## src/inc/acc_defs.svh

```systemverilog
// register indices, field positions and reset values of the cal bank
`ifndef ACC_DEFS_SVH
`define ACC_DEFS_SVH

// ------------------------------------------------------------
// register indices (byte address is four times the index)
// ------------------------------------------------------------
`define ACC_IDX_DCBLK 6'h08
`define ACC_IDX_OFS0_HI 6'h0a
`define ACC_IDX_OFS0_LO 6'h0b
`define ACC_IDX_GAIN0_HI 6'h0c
`define ACC_IDX_GAIN0_LO 6'h0d
`define ACC_IDX_CH1_CONFIG 6'h0e
`define ACC_IDX_OFS1_HI 6'h0f
`define ACC_IDX_OFS1_LO 6'h10
`define ACC_IDX_GAIN1_HI 6'h11
`define ACC_IDX_GAIN1_LO 6'h12

// ------------------------------------------------------------
// field positions
// ------------------------------------------------------------
`define ACC_LO_FIELD 15:8
`define ACC_PHASE_FIELD 15:6
`define ACC_RSVD_CFG 5:3
`define ACC_BYPASS_BIT 2
`define ACC_SEL_FIELD 1:0
`define ACC_COEF_FIELD 3:0
`define ACC_IDX_FIELD 7:2
`define ACC_PHASE_UPPER 9:2
`define ACC_PHASE_LOWER 1:0
`define ACC_PHASE_LANE0 7:6

// ------------------------------------------------------------
// reset values and bus answers
// ------------------------------------------------------------
`define ACC_OFS_HI_RST 16'h0000
`define ACC_GAIN_HI_RST 16'h8000
`define ACC_LO_RST 8'h00
`define ACC_PHASE_RST 10'h000
`define ACC_SEL_RST 2'h0
`define ACC_COEF_RST 4'h0
`define ACC_SHIFT_OFF 5'h00
`define ACC_SHIFT_STEP 5'h01
`define ACC_RESP_OKAY 2'h0
`define ACC_RESP_SLVERR 2'h2

`endif

```

## src/inc/acc_pkg.sv

```systemverilog
// types shared by the calibration and configuration register bank
package acc_pkg;

	// ------------------------------------------------------------
	// carriers
	// ------------------------------------------------------------
	// input selection codes of channel 1
	typedef enum logic [1:0] {
		acc_sel_ext_pair = 2'h0,
		acc_sel_shorted = 2'h1,
		acc_sel_test_pos = 2'h2,
		acc_sel_test_neg = 2'h3
	} acc_sel_type;

	// one channel's 24-bit corrections
	typedef struct packed {
		logic [23:0] offset;
		logic [23:0] gain;
	} acc_cal_type;

	// channel 1 configuration fields
	typedef struct packed {
		logic [9:0] phase;
		logic bypass;
		acc_sel_type sel;
	} acc_cfg_type;

endpackage : acc_pkg

```

## src/acc_regs.sv

```systemverilog
// calibration and configuration register bank on an avalon-mm slave
//
// The Avalon-MM interface to the registers is this design's own decision.
`timescale 1ns/10ps
`include "acc_defs.svh"

module acc_regs (
	input wire logic clk,
	input wire logic srst,
	input wire logic [7:0] address,
	input wire logic read,
	input wire logic write,
	input wire logic [3:0] byteenable,
	input wire logic [31:0] writedata,
	output logic [31:0] readdata,
	output logic [1:0] response,
	output logic waitrequest,
	output acc_pkg::acc_cal_type cal_ch0,
	output acc_pkg::acc_cal_type cal_ch1,
	output acc_pkg::acc_cfg_type ch1_config,
	output logic [3:0] dc_block_coefficient,
	output logic ch1_dc_block_active,
	output logic [4:0] ch1_dc_shift
);
	import acc_pkg::*;

	// ------------------------------------------------------------
	// helpers
	// ------------------------------------------------------------
	// merge a 16-bit word under the two low byte enables
	function automatic logic [15:0] merge16(
		input logic [15:0] old,
		input logic [31:0] wd,
		input logic [3:0] be
	);
		logic [15:0] res;
		res = old;
		if (be[0]) begin
			res[7:0] = wd[7:0];
		end
		if (be[1]) begin
			res[15:8] = wd[15:8];
		end
		return res;
	endfunction : merge16

	// pad a lower byte into its word, reserved bits zero
	function automatic logic [31:0] lo_word(input logic [7:0] v);
		return {16'h0000, v, `ACC_LO_RST};
	endfunction : lo_word

	// ------------------------------------------------------------
	// bus decode
	// ------------------------------------------------------------
	logic [5:0] idx; // word index of the access
	logic wr_hit; // write accepted this edge
	logic [31:0] next_readdata; // word for the pending read
	logic next_mapped; // index lands on a register
	logic [15:0] cfg_word; // channel 1 config as read

	assign idx = address[`ACC_IDX_FIELD];
	assign wr_hit = write && !waitrequest;
	assign cfg_word = {ch1_config.phase, 3'h0, ch1_config.bypass, ch1_config.sel};

	// read mux, reserved bits always zero
	always_comb begin
		next_readdata = 32'h0000_0000;
		next_mapped = 1'b1;
		case (idx)
			`ACC_IDX_DCBLK: begin
				next_readdata = {28'h0, dc_block_coefficient};
			end
			`ACC_IDX_OFS0_HI: begin
				next_readdata = {16'h0, cal_ch0.offset[23:8]};
			end
			`ACC_IDX_OFS0_LO: begin
				next_readdata = lo_word(cal_ch0.offset[7:0]);
			end
			`ACC_IDX_GAIN0_HI: begin
				next_readdata = {16'h0, cal_ch0.gain[23:8]};
			end
			`ACC_IDX_GAIN0_LO: begin
				next_readdata = lo_word(cal_ch0.gain[7:0]);
			end
			`ACC_IDX_CH1_CONFIG: begin
				next_readdata = {16'h0, cfg_word};
			end
			`ACC_IDX_OFS1_HI: begin
				next_readdata = {16'h0, cal_ch1.offset[23:8]};
			end
			`ACC_IDX_OFS1_LO: begin
				next_readdata = lo_word(cal_ch1.offset[7:0]);
			end
			`ACC_IDX_GAIN1_HI: begin
				next_readdata = {16'h0, cal_ch1.gain[23:8]};
			end
			`ACC_IDX_GAIN1_LO: begin
				next_readdata = lo_word(cal_ch1.gain[7:0]);
			end
			default: begin
				// unmapped: zero data, slave error
				next_mapped = 1'b0;
			end
		endcase
	end

	// ------------------------------------------------------------
	// bus handshake
	// ------------------------------------------------------------
	// one wait state: low for exactly one cycle per request
	always_ff @(posedge clk) begin
		if (srst) begin
			waitrequest <= 1'b1;
		end else if (waitrequest && (read || write)) begin
			waitrequest <= 1'b0;
		end else begin
			waitrequest <= 1'b1;
		end
	end

	// read data and response captured while waitrequest is high
	always_ff @(posedge clk) begin
		if (srst) begin
			readdata <= 32'h0000_0000;
			response <= `ACC_RESP_OKAY;
		end else if (waitrequest && (read || write)) begin
			readdata <= read ? next_readdata : 32'h0000_0000;
			response <= next_mapped ? `ACC_RESP_OKAY : `ACC_RESP_SLVERR;
		end
	end

	// ------------------------------------------------------------
	// channel 0 corrections
	// ------------------------------------------------------------
	// upper words take both byte lanes, lower bytes lane 1 only
	always_ff @(posedge clk) begin
		if (srst) begin
			cal_ch0.offset <= {`ACC_OFS_HI_RST, `ACC_LO_RST};
			cal_ch0.gain <= {`ACC_GAIN_HI_RST, `ACC_LO_RST};
		end else if (wr_hit) begin
			case (idx)
				`ACC_IDX_OFS0_HI: begin
					cal_ch0.offset[23:8] <= merge16(cal_ch0.offset[23:8],
						writedata, byteenable);
				end
				`ACC_IDX_OFS0_LO: begin
					if (byteenable[1]) begin
						cal_ch0.offset[7:0] <= writedata[`ACC_LO_FIELD];
					end
				end
				`ACC_IDX_GAIN0_HI: begin
					cal_ch0.gain[23:8] <= merge16(cal_ch0.gain[23:8],
						writedata, byteenable);
				end
				`ACC_IDX_GAIN0_LO: begin
					if (byteenable[1]) begin
						cal_ch0.gain[7:0] <= writedata[`ACC_LO_FIELD];
					end
				end
				default: begin
					// other indices leave channel 0 alone
				end
			endcase
		end
	end

	// ------------------------------------------------------------
	// channel 1 corrections
	// ------------------------------------------------------------
	always_ff @(posedge clk) begin
		if (srst) begin
			cal_ch1.offset <= {`ACC_OFS_HI_RST, `ACC_LO_RST};
			cal_ch1.gain <= {`ACC_GAIN_HI_RST, `ACC_LO_RST};
		end else if (wr_hit) begin
			case (idx)
				`ACC_IDX_OFS1_HI: begin
					cal_ch1.offset[23:8] <= merge16(cal_ch1.offset[23:8],
						writedata, byteenable);
				end
				`ACC_IDX_OFS1_LO: begin
					if (byteenable[1]) begin
						cal_ch1.offset[7:0] <= writedata[`ACC_LO_FIELD];
					end
				end
				`ACC_IDX_GAIN1_HI: begin
					cal_ch1.gain[23:8] <= merge16(cal_ch1.gain[23:8],
						writedata, byteenable);
				end
				`ACC_IDX_GAIN1_LO: begin
					if (byteenable[1]) begin
						cal_ch1.gain[7:0] <= writedata[`ACC_LO_FIELD];
					end
				end
				default: begin
					// other indices leave channel 1 alone
				end
			endcase
		end
	end

	// ------------------------------------------------------------
	// channel 1 configuration and shared coefficient
	// ------------------------------------------------------------
	// reserved bits 5:3 are never stored, so writes there vanish
	always_ff @(posedge clk) begin
		if (srst) begin
			ch1_config.phase <= `ACC_PHASE_RST;
			ch1_config.bypass <= 1'b0;
			ch1_config.sel <= acc_sel_ext_pair;
		end else if (wr_hit && idx == `ACC_IDX_CH1_CONFIG) begin
			// lane 1 carries the upper phase bits only
			if (byteenable[1]) begin
				ch1_config.phase[`ACC_PHASE_UPPER] <=
					writedata[`ACC_LO_FIELD];
			end
			// lane 0 carries low phase bits, bypass and select
			if (byteenable[0]) begin
				ch1_config.phase[`ACC_PHASE_LOWER] <=
					writedata[`ACC_PHASE_LANE0];
				ch1_config.bypass <= writedata[`ACC_BYPASS_BIT];
				ch1_config.sel <= acc_sel_type'(writedata[`ACC_SEL_FIELD]);
			end
		end
	end

	// coefficient field, low nibble of its word
	always_ff @(posedge clk) begin
		if (srst) begin
			dc_block_coefficient <= `ACC_COEF_RST;
		end else if (wr_hit && idx == `ACC_IDX_DCBLK && byteenable[0]) begin
			dc_block_coefficient <= writedata[`ACC_COEF_FIELD];
		end
	end

	// ------------------------------------------------------------
	// effective dc block setting for channel 1
	// ------------------------------------------------------------
	// code n selects 2^-(n+1); zero code or bypass turns it off
	always_ff @(posedge clk) begin
		if (srst) begin
			ch1_dc_block_active <= 1'b0;
			ch1_dc_shift <= `ACC_SHIFT_OFF;
		end else if (dc_block_coefficient == `ACC_COEF_RST) begin
			ch1_dc_block_active <= 1'b0;
			ch1_dc_shift <= `ACC_SHIFT_OFF;
		end else begin
			ch1_dc_block_active <= !ch1_config.bypass;
			ch1_dc_shift <= {1'b0, dc_block_coefficient}
				+ `ACC_SHIFT_STEP;
		end
	end
endmodule : acc_regs

```

## config.mk

```make
export PLATFORM = sky130hd
export DESIGN_NAME = acc_regs
export DESIGN_NICKNAME = d
export VERILOG_FILES = /design/src/inc/acc_pkg.sv /design/src/acc_regs.sv
export VERILOG_INCLUDE_DIRS = /design/src /design/src/inc
export SDC_FILE = /design/constraint.sdc
export NUM_CORES = 1
export LEC_CHECK = 0
export BUFFER_PORTS_ARGS = -buffer_cell sky130_fd_sc_hd__buf_2
export CAP_MARGIN = 10
export CORE_AREA = 2 2 116 118
export CTS_CLUSTER_DIAMETER = 60
export CTS_CLUSTER_SIZE = 14
export DETAILED_ROUTE_END_ITERATION = 10
export DIE_AREA = 0 0 118 120
export PLACE_DENSITY = 0.83
export SLEW_MARGIN = 20
export SYNTH_ARGS = -nofsm -noshare
export SYNTH_HDL_FRONTEND = slang
export SYNTH_SLANG_ARGS = --single-unit
```

## constraint.sdc

```tcl
create_clock -name clk -period 3.4 [get_ports clk]
set_input_delay 0.68 -clock clk [delete_from_list [all_inputs] [get_ports clk]]
set_output_delay 0.68 -clock clk [all_outputs]
set_load 0.02 [all_outputs]
```

==> results of run 1 <==
-- sequential cells by signal, summed over array words and instances (netlist names), 4 cells and up --
| register | count |
|---|---|
| cal_ch0 | 48 |
| cal_ch1 | 48 |
| ch1_config | 13 |
| ch1_dc_shift | 5 |
| dc_block_coefficient | 4 |
| readdata | 16 |
-- worst min path at each step --
stage / startpoint / endpoint / slack, ns / depth (start not counted)
2_1_floorplan: ch1_config[2]$_SDFFE_PP0P_ / ch1_dc_block_active$_SDFF_PP0_ / 0.51 / 1
3_3_place_gp: readdata[0]$_SDFFE_PP0P_ / readdata[0]$_SDFFE_PP0P_ / 0.43 / 2
3_5_place_dp: readdata[5]$_SDFFE_PP0P_ / readdata[5]$_SDFFE_PP0P_ / 0.44 / 2
4_1_cts: readdata[5]$_SDFFE_PP0P_ / readdata[5]$_SDFFE_PP0P_ / 0.45 / 2
5_1_grt: readdata[5]$_SDFFE_PP0P_ / readdata[5]$_SDFFE_PP0P_ / 0.47 / 2
6_report: readdata[5]$_SDFFE_PP0P_ / readdata[5]$_SDFFE_PP0P_ / 0.45 / 2
-- power breakdown --
part / leakage (nW) / internal (mW) / switching, mW
sequential: 1.10 / 1.61 / 0.00296
combinational: 2.01 / 0.0467 / 0.139
clock: 0.285 / 1.17 / 0.710
total: 3.40 / 2.83 / 0.852
-- worst max-delay path, stage by stage --
cell and delay, ns:
buf_2 0.17, or4b_1 0.84, nor3_4 0.66, nor2b_1 0.11, a211o_1 0.28
-- final cells by class --
type / count / area, µm²
diodes: 2 / 5.00
clock buffers: 18 / 439
clock inverters: 14 / 173
fillers: 1094 / 5340
inverters: 4 / 15.0
multi-input cells: 444 / 3050
flip-flops and latches: 137 / 2740
well taps: 176 / 220
repair buffers: 186 / 1000
-- layer usage --
metal | vias to the layer above | share of wire | GRT usage
li1 | 2536 | - | -
met1 | 2647 | 0.42 | 0.338
met2 | 308 | 0.45 | 0.387
met3 | 68 | 0.085 | 0.0770
met4 | 0 | 0.053 | 0.151
met5 | - | 0 | 0
-- through the flow --
step | util | hold slack (ns) | instances
2_1_floorplan | - | 0.514 | 645
3_3_place_gp | 0.541 | 0.431 | 947
3_5_place_dp | 0.541 | 0.440 | 947
4_1_cts | 0.588 | 0.453 | 979
5_1_grt | 0.589 | 0.473 | 981
6_report | 0.589 | 0.449 | 981
-- cell usage in the layout (no fill, tap or decap), types with 10 or more instances in the layout --
cell and n:
buf_2 163, dfxtp_1 137, mux2i_1 115, nor2_1 110
nand3_1 28, nand2_1 28, a21oi_1 23, buf_4 22
conb_1 17, clkbuf_16 17, nor3_1 11, a22oi_1 11
o2bb2ai_1 10, o21ai_0 10
-- cell families (layout without fill, tap and decap cells) --
family,count (synthesis),count (layout),share of synthesized area
AND/OR/NAND/NOR,215,215,0.176
flip-flops,137,137,0.454
multiplexers,119,119,0.202
AO/OA/AOI/OAI,89,89,0.109
buffers and inverters,64,222,0.0514
adder cells (fa/ha/maj),2,2,0.00415
XOR/XNOR,2,2,0.00290
other,1,19,0.000621
==> results.json, run 1 <==
{
  "status": "complete, no violations",
  "ys_seq_elements": 137,
  "fp.coreArea_mm2": 0.0130,
  "area_delta_synth_final_pct": 26.7,
  "track_usage": 0.261,
  "maxCapViolations": 0,
  "setup_viol": 0,
  "num_rows": 42,
  "synth_common_cells": "dfxtp_1, mux2i_1, nor2_1, clkbuf_1",
  "grt_antenna_before_repair": 2,
  "relSlewSlack": 0.456,
  "cp-end-kind": "flip-flop",
  "worst_pin_slew_ns": 0.805,
  "avgSynthCellArea_um2": 9.59,
  "power_leakage_nw": 3.40,
  "worst-r2r-cell-count": 4,
  "die-width_um": 118,
  "ys_top_cells_by_area": "dfxtp_1, mux2i_1, nor2_1",
  "hp-class": "flip-flop to flip-flop",
  "synth-seq-area-share": 0.454,
  "initial_core_util": 0.465,
  "cts_hold_buf": 0,
  "place_area_mm2": 0.00703,
  "drive_gt1_frac": 0.294,
  "syn_area_mm2": 0.00603,
  "via_count": 5559,
  "place_hpwl_um": 12900,
  "wl_um": 18600,
  "critPathLaunch": "address[4]",
  "crit_type": "input port to flip-flop",
  "synthArstFlopShare": 0,
  "clock_path_buffers": 2,
  "drt-initial-drc-count": 611,
  "yosys.area.top_type": "dfxtp_1",
  "ant_nets": 0,
  "cts.clk_slew.worst_paths_ns": 0.06,
  "ir_drop_uv": 303,
  "reg2reg_to": "cal_ch1[23]$_SDFFE_PP1P_",
  "first_global_vias": 5223,
  "numCtsBuffers": 17,
  "ios": 202,
  "setup_slack_ns": 0.972,
  "synth_cells": 629,
  "cts-resized-gates": 0,
  "drcViolationCount": 0,
  "yosys_warnings": 0,
  "dieArea_mm2": 0.0142,
  "nNetsFinal": 840,
  "globalRouteOverflowTotal": 0,
  "setup.worst_path.end": "cal_ch1[23]$_SDFFE_PP1P_",
  "cp.required_ns": 3.72,
  "dp_slack_ns": 0.558,
  "avgViaCountPerCell": 5.67,
  "synthFlopType": "dfxtp_1",
  "post-route-period-util": 0.714,
  "cts_setup_buffers": 0,
  "finalHoldViolCount": 0,
  "worstSkewPairLatency_ns": 0.42,
  "synth_edf_count": 0,
  "grt_max_degree": 81,
  "clock-sinks": 137,
  "synth_most_common_cell": "dfxtp_1",
  "fin_area_mm2": 0.00764,
  "cts_tree": "yes",
  "die_height_um": 120,
  "synth_cell_type_count": 52,
  "cp.arrival_ns": 2.75,
  "layout_min_cycle_time_ns": 2.43,
  "r2r_slack_ns": 1.38,
  "synth_top_cell_area_share": 0.454,
  "grt_pass1_wl_um": 28700,
  "gp_congestion": 0.908,
  "drt_first_pass_iters": 5,
  "wire_per_inst_um": 19.0,
  "cts_root_buffer": "clkbuf_16",
  "port_buffers": 164,
  "worstPathMaxFanout": 12,
  "power_mw": 3.68,
  "power_density_mw_per_mm2": 482,
  "reg2reg_from": "waitrequest$_SDFF_PP1_",
  "skew_ns": 0.00627,
  "fmax_mhz": 412,
  "rsz0062_at_grt": "no",
  "maxSlewViolCount": 0,
  "final.setup.tns_ns": 0,
  "startpoint_type": "input port",
  "htree_levels": 4
}
Note: power is estimated with default switching activity, not from simulation.
==> run 2, diff against run 1 <==
CORE_AREA = 2 2 118 120   (was 2 2 116 118)
DIE_AREA = 0 0 120 122   (was 0 0 118 120)
PLACE_DENSITY = 0.84   (was 0.83)
clock period = 2.1 ns   (was 3.4 ns; I/O delays follow)
==> run 2 against run 1 <==
First-iteration DRC count grew 5.6%. Global-route usage shrank 0.12 points. Register-to-register slack worse by 1.2 ns. Die area rose by 3.4%. Combinational power grew 79%. Sequential cell count stayed put. Sequential share of layout area is 1.4 points lower. Total power grew 64%. Worst hold slack got worse by 0.16 ns. Utilization rose by 0.077 points. Sequential power rose by 62%. Via count increased by 2.6%. Largest power group unchanged.
==> results.json, run 2 (synthesis results as in run 1) <==
{
  "power_density_mw_per_mm2": 757,
  "maxCapViolations": 0,
  "rsz0062_at_grt": "no",
  "fin_area_mm2": 0.00796,
  "drt-initial-drc-count": 645,
  "startpoint_type": "flip-flop",
  "ios": 202,
  "gp_congestion": 0.870,
  "clock-sinks": 137,
  "cp_slowest_stage_delay_ns": 0.47,
  "diodes": 0,
  "layout_commonest_cell": "buf_2",
  "cts.clk_slew.worst_paths_ns": 0.06,
  "fmax_mhz": 514,
  "drcViolationCount": 0,
  "track_usage": 0.260,
  "post-route-period-util": 0.926,
  "top_regs": "cal_ch0: 48 flops, cal_ch1: 48 flops, readdata: 16 flops",
  "cts_root_buffer": "clkbuf_16",
  "drive_gt1_frac": 0.320,
  "grt_antenna_before_repair": 0,
  "cts-resized-gates": 0,
  "port_buffers": 164,
  "power_leakage_nw": 3.59,
  "die_height_um": 122,
  "utilization": 0.590,
  "crit_type": "flip-flop to flip-flop",
  "dp.cells": 983,
  "ant_nets": 0,
  "grt_pass1_wl_um": 29600,
  "final.setup.tns_ns": 0,
  "hp-class": "input port to flip-flop",
  "reg2reg_to": "cal_ch0[5]$_SDFFE_PP0P_",
  "first_global_vias": 5427,
  "dieArea_mm2": 0.0146,
  "drt_first_pass_iters": 6,
  "htree_levels": 4,
  "worstPathMaxFanout": 8,
  "clock_path_buffers": 2,
  "fp.coreArea_mm2": 0.0135,
  "whs_endpoint": "cal_ch0[37]$_SDFFE_PP0P_",
  "initial_core_util": 0.447,
  "num_rows": 43,
  "hold_depth": 3,
  "place_hpwl_um": 13400,
  "place_area_mm2": 0.00735,
  "layout_common_cells": "buf_2, dfxtp_1, mux2i_1",
  "seqCellArea_mm2": 0.00274,
  "min_from": "writedata[5]",
  "numCtsBuffers": 17,
  "grt_max_degree": 60,
  "finalHoldViolCount": 0,
  "r2r_slack_ns": 0.16,
  "cts_hold_buf": 0,
  "nFillCells": 1106,
  "worst_pin_slew_ns": 0.521,
  "cp.required_ns": 2.40,
  "worstPathCellList": "nand3b_1 > nor3_2 > buf_4 > mux2i_1 > nor2_1",
  "ir_drop_uv": 474,
  "maxSlewViolCount": 0,
  "relSlewSlack": 0.651,
  "cp-end-kind": "flip-flop",
  "wire_per_inst_um": 18.8,
  "via_count": 5702,
  "worstSkewPairLatency_ns": 0.42,
  "avgViaCountPerCell": 5.62,
  "cts_setup_buffers": 0,
  "die-width_um": 120,
  "area_delta_synth_final_pct": 32.0,
  "wl_um": 19100,
  "skew_ns": 0.00593,
  "layout_min_cycle_time_ns": 1.94,
  "cts_tree": "yes",
  "stdcell_count": 1015,
  "reg2reg_from": "waitrequest$_SDFF_PP1_",
  "setup_viol": 0,
  "worst-r2r-cell-count": 5,
  "crit_slowest_cell": "nand3b_1",
  "multi_input_area_mm2": 0.00305,
  "nNetsFinal": 872,
  "status": "complete, no violations",
  "cp.arrival_ns": 2.25,
  "globalRouteOverflowTotal": 0
}
## run 2: cell types whose count changed in the layout (fill, tap and decap cells not counted), sizes merged
cell      before  now
buf          186  218
clkbuf        18   21
clkinv         4    5
clkinvlp       5    3
diode          2    0
inv            6    4
## run 2: critical path: cells and delay by family, from the launching register on
family / cells / cell delay, ns
buf+inv: 1 / 0.26
mux: 1 / 0.23
simple gates: 3 / 0.96
flops: 1 / 0.37
## run 2: final cells by class
| class | instances | share of cell area |
|---|---|---|
| multi-input combinational | 444 | 0.383 |
| sequential | 137 | 0.344 |
| timing repair buffer | 218 | 0.165 |
| clock buffer | 21 | 0.0591 |
| inverter | 4 | 0.00189 |
| tap | 180 | 0.0283 |
| clock inverter | 11 | 0.0182 |
## run 2: report_power, final
| group | leakage, nW | internal, mW | switching [mW] |
|---|---|---|---|
| registers | 1.10 | 2.60 | 0.00537 |
| clock network | 0.295 | 1.96 | 1.13 |
| logic | 2.19 | 0.102 | 0.232 |
## run 2: layer usage
| layer | wire length, µm | global-route usage | share of wire | vias to the layer above |
|---|---|---|---|---|
| met5 | 0 | 0 | 0 | - |
| met4 | 978 | 0.140 | 0.051 | 0 |
| met3 | 1680 | 0.0782 | 0.088 | 79 |
| met2 | 8380 | 0.384 | 0.44 | 324 |
| met1 | 8020 | 0.341 | 0.42 | 2690 |
| li1 | - | - | - | 2609 |
## run 2: worst max path at each step
stage          cells after the start  slack, ns                    from                        to
5_1_grt                            5        0.1  waitrequest$_SDFF_PP1_   cal_ch0[3]$_SDFFE_PP0P_
3_5_place_dp                       7      -0.07              address[5]  cal_ch1[23]$_SDFFE_PP1P_
6_report                           5       0.16  waitrequest$_SDFF_PP1_   cal_ch0[5]$_SDFFE_PP0P_
4_1_cts                            5       0.21  waitrequest$_SDFF_PP1_   cal_ch0[5]$_SDFFE_PP0P_
2_1_floorplan                      6       0.08              address[3]  cal_ch0[23]$_SDFFE_PP1P_
3_3_place_gp                       7      -0.08              address[5]  cal_ch1[23]$_SDFFE_PP1P_
## run 2: through the flow
stage / hold WS (ns) / power (mW) / worst slack (ns)
floorplan: 0.514 / 2.88 / 0.0842
global placement: 0.433 / 2.99 / -0.0778
detailed placement: 0.448 / 2.99 / -0.0721
CTS: 0.287 / 6.03 / 0.213
global route: 0.305 / 6.18 / 0.0973
finish: 0.293 / 6.03 / 0.156
==> run 3, diff against run 2 <==
--- a/config.mk
+++ b/config.mk
@@ -9,10 +9,10 @@
 export BUFFER_PORTS_ARGS = -buffer_cell sky130_fd_sc_hd__buf_2
 export CAP_MARGIN = 10
-export CORE_AREA = 2 2 118 120
+export CORE_AREA = 2 2 145 147
 export CTS_CLUSTER_DIAMETER = 60
 export CTS_CLUSTER_SIZE = 14
 export DETAILED_ROUTE_END_ITERATION = 10
-export DIE_AREA = 0 0 120 122
-export PLACE_DENSITY = 0.84
+export DIE_AREA = 0 0 147 149
+export PLACE_DENSITY = 0.62
 export SLEW_MARGIN = 20
 export SYNTH_ARGS = -nofsm -noshare
==> constraint.sdc (replaced) <==
create_clock -name clk -period 2.1 [get_ports clk]
set_input_delay 0.42 -clock clk [delete_from_list [all_inputs] [get_ports clk]]
set_output_delay 0.42 -clock clk [all_outputs]
set_load 0.01 [all_outputs]
==> run 3 against run 2 <==
Register-to-register slack gained 0.16 ns. Total power shrank 2.3%. Non-clock buffer count grew 1.
==> results.json, run 3 (synthesis results as in run 1) <==
{
  "status": "complete, no violations",
  "die_height_um": 149,
  "first_global_vias": 5116,
  "switching_share": 0.234,
  "post-route-period-util": 0.851,
  "power_leakage_nw": 3.58,
  "drt_first_pass_iters": 5,
  "worstPathMaxFanout": 8,
  "dieArea_mm2": 0.0219,
  "globalRouteOverflowTotal": 0,
  "ios": 202,
  "maxSlewViolCount": 0,
  "num_rows": 53,
  "layout_commonest_cell": "buf_2",
  "fmax_mhz": 560,
  "hp-class": "input port to flip-flop",
  "p_int_mw": 4.51,
  "cp.arrival_ns": 2.09,
  "ant_nets": 0,
  "ir_drop_uv": 698,
  "clock_path_buffers": 2,
  "avgViaCountPerCell": 4.88,
  "worstSkewPairLatency_ns": 0.43,
  "setup_viol": 0,
  "die-width_um": 147,
  "clock-sinks": 137,
  "power.net_switching_mw": 1.38,
  "seq_power_share": 0.443,
  "cts.clk_slew.worst_paths_ns": 0.06,
  "cp.required_ns": 2.41,
  "layout_common_cells": "buf_2, dfxtp_1, mux2i_1",
  "worst_pin_slew_ns": 0.772,
  "htree_levels": 4,
  "drive_gt1_frac": 0.319,
  "initial_core_util": 0.294,
  "cts_tree": "yes",
  "place_hpwl_um": 14700,
  "nNetsFinal": 873,
  "top_layer": "met5",
  "numCtsBuffers": 17,
  "port_buffers": 164,
  "grt_antenna_before_repair": 1,
  "drt-initial-drc-count": 368,
  "layout_min_cycle_time_ns": 1.79,
  "via_count": 5431,
  "final.setup.tns_ns": 0,
  "clkPwrFrac": 0.502,
  "skew_ns": 0.00687,
  "wl_um": 20300,
  "crit_type": "flip-flop to flip-flop",
  "nFillCells": 2116,
  "cp-end-kind": "flip-flop",
  "wire_per_inst_um": 18.2,
  "place_area_mm2": 0.00744,
  "startpoint_type": "flip-flop",
  "maxCapViolations": 0,
  "routed-wl-met3_um": 1820,
  "cts-resized-gates": 0,
  "fin_area_mm2": 0.00803,
  "combPwrFrac": 0.055,
  "drcViolationCount": 0,
  "grt_max_degree": 71,
  "wl_met2_um": 9620,
  "track_usage": 0.184,
  "cts_setup_buffers": 0,
  "power_mw": 5.89,
  "top_regs": "cal_ch0: 48 flops, cal_ch1: 48 flops, readdata: 16 flops",
  "power_density_mw_per_mm2": 733,
  "cts_root_buffer": "clkbuf_16",
  "rsz0062_at_grt": "no",
  "fp.coreArea_mm2": 0.0206,
  "cts_hold_buf": 0,
  "grt_pass1_wl_um": 30600,
  "relSlewSlack": 0.483,
  "area_delta_synth_final_pct": 33.0,
  "finalHoldViolCount": 0,
  "wl_met1_um": 8600,
  "gp_congestion": 0.812
}
==> run 3: cell count changes in the layout (fill, tap and decap cells not counted) <==
cell	previous run	this run
buf_12	7	4
clkinv_2	3	4
nor4bb_2	1	0
inv_6	0	1
buf_4	48	52
clkbuf_8	3	2
clkbuf_1	1	2
bufinv_16	3	2
nor4bb_4	0	1
diode_2	0	1
clkinvlp_4	3	2
==> run 3: power by group through the flow <==
| stage | Clock (mW) | Sequential [mW] | Combinational, mW |
|---|---|---|---|
| 2_1_floorplan | 0 | 2.67 | 0.194 |
| 3_3_place_gp | 0 | 2.67 | 0.320 |
| 3_5_place_dp | 0 | 2.67 | 0.321 |
| 4_1_cts | 3.00 | 2.61 | 0.322 |
| 5_1_grt | 3.13 | 2.61 | 0.346 |
| 6_report | 2.96 | 2.61 | 0.321 |
==> run 3: critical path, cell delays in order (launching register included) <==
cell	delay, ns
dfxtp_1	0.36
nand3b_1	0.47
nor3_4	0.39
buf_12	0.17
mux2i_1	0.21
nor2_1	0.06
==> run 3: layout make-up <==
cell class	count	area (µm²)	area share
Sequential cell	137	2740	0.342
Timing Repair Buffer	219	1290	0.160
Clock buffer	21	460	0.0573
Inverter	4	15.0	0.00187
Multi-Input combinational cell	444	3060	0.381
Antenna cell	1	2.50	0.000312
Clock inverter	11	121	0.0151
Tap cell	275	344	0.0429
==> run 3: metrics by stage <==
stage	cells	hold slack (ns)	worst slack [ns]	utilization
final	1112	0.281	0.313	0.391
after global routing	1111	0.284	0.204	0.390
after CTS	1111	0.269	0.324	0.390
after detailed placement	1079	0.438	-0.0567	0.362
after global placement	1079	0.431	-0.0462	0.362
after floorplan	645	0.464	0.0842	-
==> run 3: per-layer routing <==
layer  GRT usage  vias up
li1            -     2617
met1       0.230     2588
met2       0.305      207
met3      0.0639       17
met4      0.0466        2
met5           0        -
==> run 3: worst paths after layout <==
kind | startpoint | endpoint | slack [ns] | cells after the start
min reg2reg | readdata[7]$_SDFFE_PP0P_ | readdata[7]$_SDFFE_PP0P_ | 0.46 | 2
min | writedata[5] | cal_ch0[13]$_SDFFE_PP0P_ | 0.28 | 3
max reg2reg | waitrequest$_SDFF_PP1_ | cal_ch1[18]$_SDFFE_PP0P_ | 0.31 | 5
max | waitrequest$_SDFF_PP1_ | cal_ch1[18]$_SDFFE_PP0P_ | 0.31 | 5
